**config.mk**
```make
export PLATFORM = sky130hd
export DESIGN_NAME = wac_regs
export DESIGN_NICKNAME = d
export VERILOG_FILES = /design/src/wac_pkg.sv /design/src/wac_regs.sv
export SDC_FILE = /design/constraint.sdc
export NUM_CORES = 1
export LEC_CHECK = 0
export BUFFER_PORTS_ARGS = -buffer_cell sky130_fd_sc_hd__buf_4
export CAP_MARGIN = 30
export CORE_UTILIZATION = 50
export DETAILED_ROUTE_END_ITERATION = 8
export PLACE_DENSITY = 0.84
export SETUP_SLACK_MARGIN = 0.4
export SLEW_MARGIN = 20
export SYNTH_ARGS = -nofsm -noshare
export SYNTH_HDL_FRONTEND = slang
export SYNTH_SLANG_ARGS = --single-unit
```
**constraint.sdc**
```tcl
create_clock -name CLOCK -period 3.6 [get_ports CLOCK]
set_clock_uncertainty 0.15 [all_clocks]
set_input_delay 0.72 -clock CLOCK [delete_from_list [all_inputs] [get_ports CLOCK]]
set_output_delay 0.72 -clock CLOCK [all_outputs]
set_load 0.005 [all_outputs]
```
**src/wac_pkg.sv**
```systemverilog
// Purpose: shared constants and types for the walk attribute / aux control bank
// Assumes: single core clock, synchronous active-high reset
// Notes: encodings are the system register select fields
package wac_pkg;
   localparam int WAC_DATA_W = 64;
   localparam logic [1:0] WAC_OP0_SYS = 2'h3;
   localparam logic [2:0] WAC_OP1_KERN = 3'h0;
   localparam logic [3:0] WAC_CRN_IMP = 4'hF;
   localparam logic [3:0] WAC_CRM_WALK = 4'h7;
   localparam logic [3:0] WAC_CRM_AUX = 4'h8;
   localparam logic [2:0] WAC_OP2_WALK = 3'h0;
   localparam logic [2:0] WAC_OP2_AUX5 = 3'h0;
   localparam logic [2:0] WAC_OP2_AUX6 = 3'h1;
   localparam logic [5:0] WAC_EC_SYSREG = 6'h18;
   localparam int WAC_WALK_LSB_UVAL = 12;
   localparam int WAC_WALK_LSB_LVAL = 8;
   localparam int WAC_WALK_LSB_UEN = 4;
   localparam int WAC_WALK_LSB_LEN = 0;
   localparam int WAC_WALK_USED_W = 16;
   localparam int WAC_HINT_W = 4;
   localparam logic [63:0] WAC_ZERO64 = 64'h0;
   localparam logic [15:0] WAC_WALK_RESET = 16'h0000;

   // exception levels
   localparam logic [1:0] WAC_USER_LEVEL = 2'h0;
   localparam logic [1:0] WAC_KERNEL_LEVEL = 2'h1;
   localparam logic [1:0] WAC_HYPERVISOR_LEVEL = 2'h2;
   localparam logic [1:0] WAC_MONITOR_LEVEL = 2'h3;

   // outcome of one access
   typedef enum logic [3:0]
   {
      WAC_DONE = 4'b0001,
      WAC_UNDEF = 4'b0010,
      WAC_TRAP_HYP = 4'b0100,
      WAC_TRAP_MON = 4'b1000
   } wac_outcome_t;

   // one system register move request
   typedef struct packed
   {
      logic valid;
      logic write;
      logic [1:0] level;
      logic [1:0] op0;
      logic [2:0] op1;
      logic [3:0] crn;
      logic [3:0] crm;
      logic [2:0] op2;
      logic [63:0] wdata;
   } wac_req_t;

   // trap controls from the wider core
   typedef struct packed
   {
      logic hyp_enabled;
      logic impdef_access_trap;
      logic hyp_aux_access_enable;
      logic mon_aux_access_enable;
   } wac_trapcfg_t;

   // response back to the pipeline
   typedef struct packed
   {
      logic valid;
      logic hit;
      logic [3:0] outcome;
      logic [5:0] ec;
      logic [63:0] rdata;
      logic rdata_we;
   } wac_resp_t;

   // all state of the bank
   typedef struct packed
   {
      logic [15:0] walk_attribute_control;
      logic [63:0] auxiliary_control_five;
      logic [63:0] auxiliary_control_six;
      wac_resp_t resp;
      logic [3:0] upper_hint;
      logic [3:0] lower_hint;
   } wac_state_t;
endpackage

```
**src/wac_regs.sv**
```systemverilog
// Purpose: walk attribute control and two reserved aux control registers
// Assumes: requests come from the pipeline on CLOCK; one per cycle at most
// Notes: answer one cycle after a valid request; hint outputs registered
//
// How it works
// - upper walks take hint values from bits 15..12
// - lower walks take hint values from bits 11..8
// - bits 7..4 enable upper walk hints
// - bits 3..0 enable lower walk hints
// - disabled hint bit is driven zero
// - user level access is undefined
// - kernel access traps to hypervisor when trap set
// - hypervisor walk register access never traps
// - kernel aux write checks hypervisor then monitor enables
// - hypervisor aux write traps if monitor disallows
// - monitor level accesses always complete
// - aux registers are 64 bits, all reserved
// - walk register select encoding 3,0,15,7,0
// - aux registers at 3,0,15,8 op2 0 and 1
`timescale 1ns/1ns
module wac_regs
   import wac_pkg::*;
(
   // clock, reset, enable
   input wire logic CLOCK,
   input wire logic RESET,
   input wire logic CLOCK_EN,
   // register move request and trap controls
   input wire wac_req_t REQ,
   input wire wac_trapcfg_t TRAP_CFG,
   // response
   output wac_resp_t RESP,
   // walk hint attributes, one set per translation base range
   output logic [3:0] UPPER_WALK_HINT,
   output logic [3:0] LOWER_WALK_HINT
);

   wac_state_t st_reg;
   wac_state_t st_next;

   logic sel_common;
   logic sel_walk;
   logic sel_aux5;
   logic sel_aux6;
   logic sel_any;
   logic sel_aux;
   wac_outcome_t outcome;
   logic [63:0] read_mux;
   logic [3:0] w_uval;
   logic [3:0] w_lval;
   logic [3:0] w_uen;
   logic [3:0] w_len;

   ////////////////////////////////////////////////////////////////////////
   // decode of the system register select fields
   assign sel_common = REQ.op0 == WAC_OP0_SYS && REQ.op1 == WAC_OP1_KERN
                       && REQ.crn == WAC_CRN_IMP;
   assign sel_walk = sel_common && REQ.crm == WAC_CRM_WALK
                     && REQ.op2 == WAC_OP2_WALK;
   assign sel_aux5 = sel_common && REQ.crm == WAC_CRM_AUX
                     && REQ.op2 == WAC_OP2_AUX5;
   assign sel_aux6 = sel_common && REQ.crm == WAC_CRM_AUX
                     && REQ.op2 == WAC_OP2_AUX6;
   assign sel_any = sel_walk || sel_aux5 || sel_aux6;
   assign sel_aux = sel_aux5 || sel_aux6;

   ////////////////////////////////////////////////////////////////////////
   // access permission by exception level; trap order follows priority
   always_comb
   begin
      outcome = WAC_DONE;
      unique case (REQ.level)
         WAC_USER_LEVEL:
         begin
            outcome = WAC_UNDEF;
         end
         WAC_KERNEL_LEVEL:
         begin
            if (TRAP_CFG.hyp_enabled && TRAP_CFG.impdef_access_trap)
               outcome = WAC_TRAP_HYP;
            else if (REQ.write && sel_aux && TRAP_CFG.hyp_enabled
                     && !TRAP_CFG.hyp_aux_access_enable)
               outcome = WAC_TRAP_HYP;
            else if (REQ.write && sel_aux && !TRAP_CFG.mon_aux_access_enable)
               outcome = WAC_TRAP_MON;
            else
               outcome = WAC_DONE;
         end
         WAC_HYPERVISOR_LEVEL:
         begin
            // walk register needs no check; aux writes ask the monitor
            if (REQ.write && sel_aux && !TRAP_CFG.mon_aux_access_enable)
               outcome = WAC_TRAP_MON;
            else
               outcome = WAC_DONE;
         end
         WAC_MONITOR_LEVEL:
         begin
            outcome = WAC_DONE;
         end
      endcase
   end

   ////////////////////////////////////////////////////////////////////////
   // read data; unused walk bits read as zero
   always_comb
   begin
      read_mux = WAC_ZERO64;
      if (sel_walk)
         read_mux = {{(WAC_DATA_W - WAC_WALK_USED_W){1'b0}},
                     st_reg.walk_attribute_control};
      else if (sel_aux5)
         read_mux = st_reg.auxiliary_control_five;
      else if (sel_aux6)
         read_mux = st_reg.auxiliary_control_six;
   end

   // field slices of the walk register
   assign w_uval = st_reg.walk_attribute_control[WAC_WALK_LSB_UVAL +: WAC_HINT_W];
   assign w_lval = st_reg.walk_attribute_control[WAC_WALK_LSB_LVAL +: WAC_HINT_W];
   assign w_uen = st_reg.walk_attribute_control[WAC_WALK_LSB_UEN +: WAC_HINT_W];
   assign w_len = st_reg.walk_attribute_control[WAC_WALK_LSB_LEN +: WAC_HINT_W];

   ////////////////////////////////////////////////////////////////////////
   // next state
   always_comb
   begin
      st_next = st_reg;
      st_next.resp.valid = 1'b0;
      st_next.resp.rdata_we = 1'b0;
      // hint outputs are one cycle behind the register, so a write lands
      // on walks from the second cycle after the move
      st_next.upper_hint = w_uval & w_uen;
      st_next.lower_hint = w_lval & w_len;
      if (REQ.valid && sel_any)
      begin
         st_next.resp.valid = 1'b1;
         st_next.resp.hit = 1'b1;
         st_next.resp.outcome = outcome;
         st_next.resp.ec = (outcome == WAC_TRAP_HYP || outcome == WAC_TRAP_MON)
                           ? WAC_EC_SYSREG : 6'h00;
         st_next.resp.rdata = WAC_ZERO64;
         if (outcome == WAC_DONE)
         begin
            if (!REQ.write)
            begin
               st_next.resp.rdata = read_mux;
               st_next.resp.rdata_we = 1'b1;
            end
            else if (sel_walk)
               st_next.walk_attribute_control = REQ.wdata[WAC_WALK_USED_W-1:0];
            else if (sel_aux5)
               st_next.auxiliary_control_five = REQ.wdata;
            else
               st_next.auxiliary_control_six = REQ.wdata;
         end
      end
      else if (REQ.valid)
      begin
         // not ours: answer a miss so the pipeline can route it elsewhere
         st_next.resp.valid = 1'b1;
         st_next.resp.hit = 1'b0;
         st_next.resp.outcome = WAC_DONE;
         st_next.resp.ec = 6'h00;
         st_next.resp.rdata = WAC_ZERO64;
      end
   end

   ////////////////////////////////////////////////////////////////////////
   // state register; aux registers have no defined reset, zero chosen
   always_ff @(posedge CLOCK)
   begin
      if (RESET)
      begin
         st_reg <= '0;
         st_reg.walk_attribute_control <= WAC_WALK_RESET;
         st_reg.resp.outcome <= WAC_DONE;
      end
      else if (CLOCK_EN)
         st_reg <= st_next;
   end

   assign RESP = st_reg.resp;
   assign UPPER_WALK_HINT = st_reg.upper_hint;
   assign LOWER_WALK_HINT = st_reg.lower_hint;

   ////////////////////////////////////////////////////////////////////////
   // checks
   AST_USER_UNDEF: assert property (@(posedge CLOCK) disable iff (RESET)
      CLOCK_EN && REQ.valid && sel_any && REQ.level == WAC_USER_LEVEL
      |=> RESP.outcome == WAC_UNDEF && !RESP.rdata_we)
      else $error("user level access not undefined");
   AST_KERN_TRAP: assert property (@(posedge CLOCK) disable iff (RESET)
      CLOCK_EN && REQ.valid && sel_any && REQ.level == WAC_KERNEL_LEVEL
      && TRAP_CFG.hyp_enabled && TRAP_CFG.impdef_access_trap
      |=> RESP.outcome == WAC_TRAP_HYP && RESP.ec == WAC_EC_SYSREG)
      else $error("kernel access did not trap to hypervisor");
   AST_HYP_WALK: assert property (@(posedge CLOCK) disable iff (RESET)
      CLOCK_EN && REQ.valid && sel_walk && REQ.level == WAC_HYPERVISOR_LEVEL
      |=> RESP.outcome == WAC_DONE)
      else $error("hypervisor walk access refused");
   AST_KERN_AUX_MON: assert property (@(posedge CLOCK) disable iff (RESET)
      CLOCK_EN && REQ.valid && REQ.write && sel_aux && REQ.level == WAC_KERNEL_LEVEL
      && !TRAP_CFG.hyp_enabled && !TRAP_CFG.mon_aux_access_enable
      |=> RESP.outcome == WAC_TRAP_MON)
      else $error("kernel aux write not trapped to monitor");
   AST_HYP_AUX: assert property (@(posedge CLOCK) disable iff (RESET)
      CLOCK_EN && REQ.valid && REQ.write && sel_aux5
      && REQ.level == WAC_HYPERVISOR_LEVEL && TRAP_CFG.mon_aux_access_enable
      |=> st_reg.auxiliary_control_five == $past(REQ.wdata))
      else $error("hypervisor aux write lost");
   AST_MON_DONE: assert property (@(posedge CLOCK) disable iff (RESET)
      CLOCK_EN && REQ.valid && sel_any && REQ.level == WAC_MONITOR_LEVEL
      |=> RESP.outcome == WAC_DONE)
      else $error("monitor access refused");
   AST_HINT_MASK: assert property (@(posedge CLOCK) disable iff (RESET)
      CLOCK_EN ##1 CLOCK_EN |-> (UPPER_WALK_HINT & ~$past(w_uen)) == 4'h0
      && (LOWER_WALK_HINT & ~$past(w_len)) == 4'h0)
      else $error("disabled hint bit driven high");
   AST_HINT_VAL: assert property (@(posedge CLOCK) disable iff (RESET)
      CLOCK_EN |=> UPPER_WALK_HINT == ($past(w_uval) & $past(w_uen))
      && LOWER_WALK_HINT == ($past(w_lval) & $past(w_len)))
      else $error("hint output mismatch");
   AST_NO_CHANGE: assert property (@(posedge CLOCK) disable iff (RESET)
      CLOCK_EN && REQ.valid && outcome != WAC_DONE
      |=> $stable(st_reg.walk_attribute_control)
      && $stable(st_reg.auxiliary_control_five) && !RESP.rdata_we)
      else $error("refused access changed state");
endmodule

```
==> flow_metrics.env <==
export IMPL_setup_viol_count_final=0
export IMPL_hold_ws_ps=298
export IMPL_overflow=0
export IMPL_synthesis_area_sq_um=9060
export IMPL_layout_setup_ws_ps=730
export IMPL_synth_avg_cell_area_sq_um=8.29
export IMPL_critical_path_buf_inv_count=2
export IMPL_synth_yosys_seq_area_share=0.495
export IMPL_syn2layout_area_growth_pct=18.3
export IMPL_largest_reg_flops=144
export IMPL_fin_area_sq_um=10700
export IMPL_syn_inst=1093
export IMPL_drive_gt1_frac=0.220
export IMPL_grt_max_degree=118
export IMPL_fp_dieH_microns=137
export IMPL_wl_per_cell_microns=16.4
export IMPL_ant_nets=0
export IMPL_end_kind="flip-flop"
export IMPL_cp_top_family="simple AND/OR/NAND/NOR gates"
export IMPL_ys_warn_count=0
export IMPL_synth_seq_cells=224
export IMPL_vias=7730
export IMPL_outcome="completed"
export IMPL_grt_antenna_before_repair=0
export IMPL_cts_tree="built"
export IMPL_power_density_nw_per_um2=469
export IMPL_first_pass_iters=5
export IMPL_cts_hold_buf=0
export IMPL_htreeDepth=1
export IMPL_max_vdd_ir_drop_v=0.000324
export IMPL_layout_common_cells="329 x nand2_1, 224 x dfxtp_1, 190 x buf_4, 134 x a21oi_1, 59 x o21ai_1"
export IMPL_drtIter0Drc=619
export IMPL_nets=1247
export IMPL_start_util=0.519
export IMPL_rsz0062_at_grt="false"
export IMPL_hold_class="reg -> reg"
export IMPL_pre_cts_ws_ps=264
export IMPL_cts_sinks=224
export IMPL_path_cells="buf_4, or4b_1, or4_1, o211ai_4, buf_12, nand2_1, a21oi_1"
export IMPL_grt_pass1_vias=7275
export IMPL_worstSetupPathType="in -> reg"
export IMPL_fin_crit_ps=2870
export IMPL_cp_required_ps=3870
export IMPL_post_route_util=0.614
export IMPL_total_power_mw=5.03
export IMPL_timing_fmax_ghz=0.348
export IMPL_placed_cell_area_sq_um=9970
export IMPL_root_buffer="clkbuf_16"
export IMPL_yosysUniqueCellTypes=42
export IMPL_start_kind="input port"
export IMPL_cp_max_fo=64
export IMPL_routed_via_density=5.53
export IMPL_min_from="RESP[51]$_SDFFE_PP0P_"
export IMPL_final_common_cell="nand2_1"
export IMPL_post_cts_buffers=0
export IMPL_dp_cells=1356
export IMPL_crit_path_max_incr_delay_ps=720
export IMPL_slew_headroom=0.508
export IMPL_drc=0
export IMPL_max_cap_violations=0
export IMPL_diodes=0
export IMPL_gp_congestion=0.807
export IMPL_drt_total_wl_mm=22.9
export IMPL_finalSetupTns_ps=0
export IMPL_die_x_microns=137
export IMPL_grt_util_all_layers=0.242
export IMPL_cp_slowest_cell="or4b_1"
export IMPL_rows=48
export IMPL_worstMarginPinSlew_ps=738
export IMPL_clock_path_buffers=3
export IMPL_r2r_start="st_reg[151]$_SDFFE_PP0P_"
export IMPL_crit_start="REQ[68]"
export IMPL_hold_violations=0
export IMPL_grt_first_pass_wirelength_mm=36.0
export IMPL_fin_crit_sh=0.797
export IMPL_cts_buffers=23
export IMPL_fillCellCount=1498
export IMPL_die_area_sq_um=18700
export IMPL_finalNonFillerCells=1397
export IMPL_portBuffers=171
export IMPL_dpl_hpwl_mm=14.9
export IMPL_leakagePower_nw=3.74
export IMPL_arrival_ps=3140
export IMPL_core_area_sq_um=17500
export IMPL_cts_resized=0
export IMPL_clk_latency_ps=500
export IMPL_drv_slew=0
export IMPL_ios=176
export IMPL_path_clk_slew_ps=60
-- tightest hold or removal path: cells and delay by family (launching register included) --
kind,cells,cell delay [ps]
AO/OA/AOI/OAI,1,50
flip-flops,1,310
AND/OR/NAND/NOR,1,50
-- cells in the mapped netlist --
| master | count | area, sq um |
|---|---|---|
| nand2_1 | 329 | 1230 |
| dfxtp_1 | 224 | 4480 |
| a21oi_1 | 135 | 676 |
| buf_4 | 86 | 646 |
| clkbuf_1 | 63 | 236 |
| o21ai_1 | 59 | 295 |
| a22oi_1 | 48 | 360 |
| nor2_1 | 21 | 78.8 |
| mux2i_1 | 16 | 160 |
| a222oi_1 | 14 | 140 |
| a21oi_2 | 13 | 114 |
| nand3_1 | 13 | 65.1 |
| nand2b_1 | 11 | 68.8 |
| o21ai_0 | 9 | 45.0 |
| buf_6 | 6 | 67.6 |
| buf_2 | 4 | 20.0 |
| inv_1 | 3 | 11.3 |
| nor2b_1 | 3 | 18.8 |
| nor4_1 | 3 | 18.8 |
| or4_1 | 3 | 22.5 |
| or4b_1 | 3 | 30.0 |
| a211oi_2 | 2 | 25.0 |
| nand4_1 | 2 | 12.5 |
| nand4b_1 | 2 | 17.5 |
| nor3b_1 | 2 | 15.0 |
| nor4_2 | 2 | 25.0 |
| o211ai_2 | 2 | 25.0 |
| a2111oi_4 | 1 | 27.5 |
| a21boi_0 | 1 | 7.51 |
| a221oi_1 | 1 | 8.76 |
| a22o_1 | 1 | 8.76 |
| a2bb2oi_1 | 1 | 8.76 |
| a31oi_1 | 1 | 6.26 |
| buf_1 | 1 | 3.75 |
| conb_1 | 1 | 3.75 |
| nor4_4 | 1 | 21.3 |
| o2111a_1 | 1 | 11.3 |
| o2111ai_1 | 1 | 8.76 |
| or2_1 | 1 | 6.26 |
| or2_2 | 1 | 6.26 |
| or4_4 | 1 | 11.3 |
| or4bb_1 | 1 | 11.3 |
-- power breakdown --
part	switching [mW]	internal (mW)	leakage, nW
Sequential	0.000300	2.48	1.80
Combinational	0.108	0.0804	1.56
Clock	0.964	1.40	0.373
-- cell type report --
type,count,area (sq um),share of cell area
clock buffers,31,646,0.0602
clock inverters,10,103,0.00957
inverters,3,11.3,0.00105
multi-input cells,709,3670,0.342
flip-flops and latches,224,4480,0.418
well taps,225,282,0.0263
repair buffers,195,1530,0.142
-- kinds of logic (layout without fill, tap and decap cells) --
family          Yosys count  count (layout)  synth area share
simple gates            399             399             0.184
mux                      16              16            0.0177
flops                   224             224             0.495
other cells               1               4          0.000414
buf+inv                 163             239             0.109
compound gates          290             290             0.195
-- routing by layer --
metal	wire, microns	share of wire	GRT usage
met1	9570	0.42	0.306
met2	11000	0.48	0.408
met3	1630	0.071	0.0407
met4	714	0.031	0.102
met5	0	0	0
-- path summary, 6_finish.rpt --
| kind | to | slack [ps] | cells past startpoint |
|---|---|---|---|
| max | st_reg[181]$_SDFFE_PP0P_ | 730 | 7 |
| min | RESP[51]$_SDFFE_PP0P_ | 300 | 2 |
| min reg2reg | RESP[51]$_SDFFE_PP0P_ | 300 | 2 |
| max reg2reg | RESP[3]$_SDFFE_PP0P_ | 2470 | 2 |
Power figures use the tool's default switching activity.
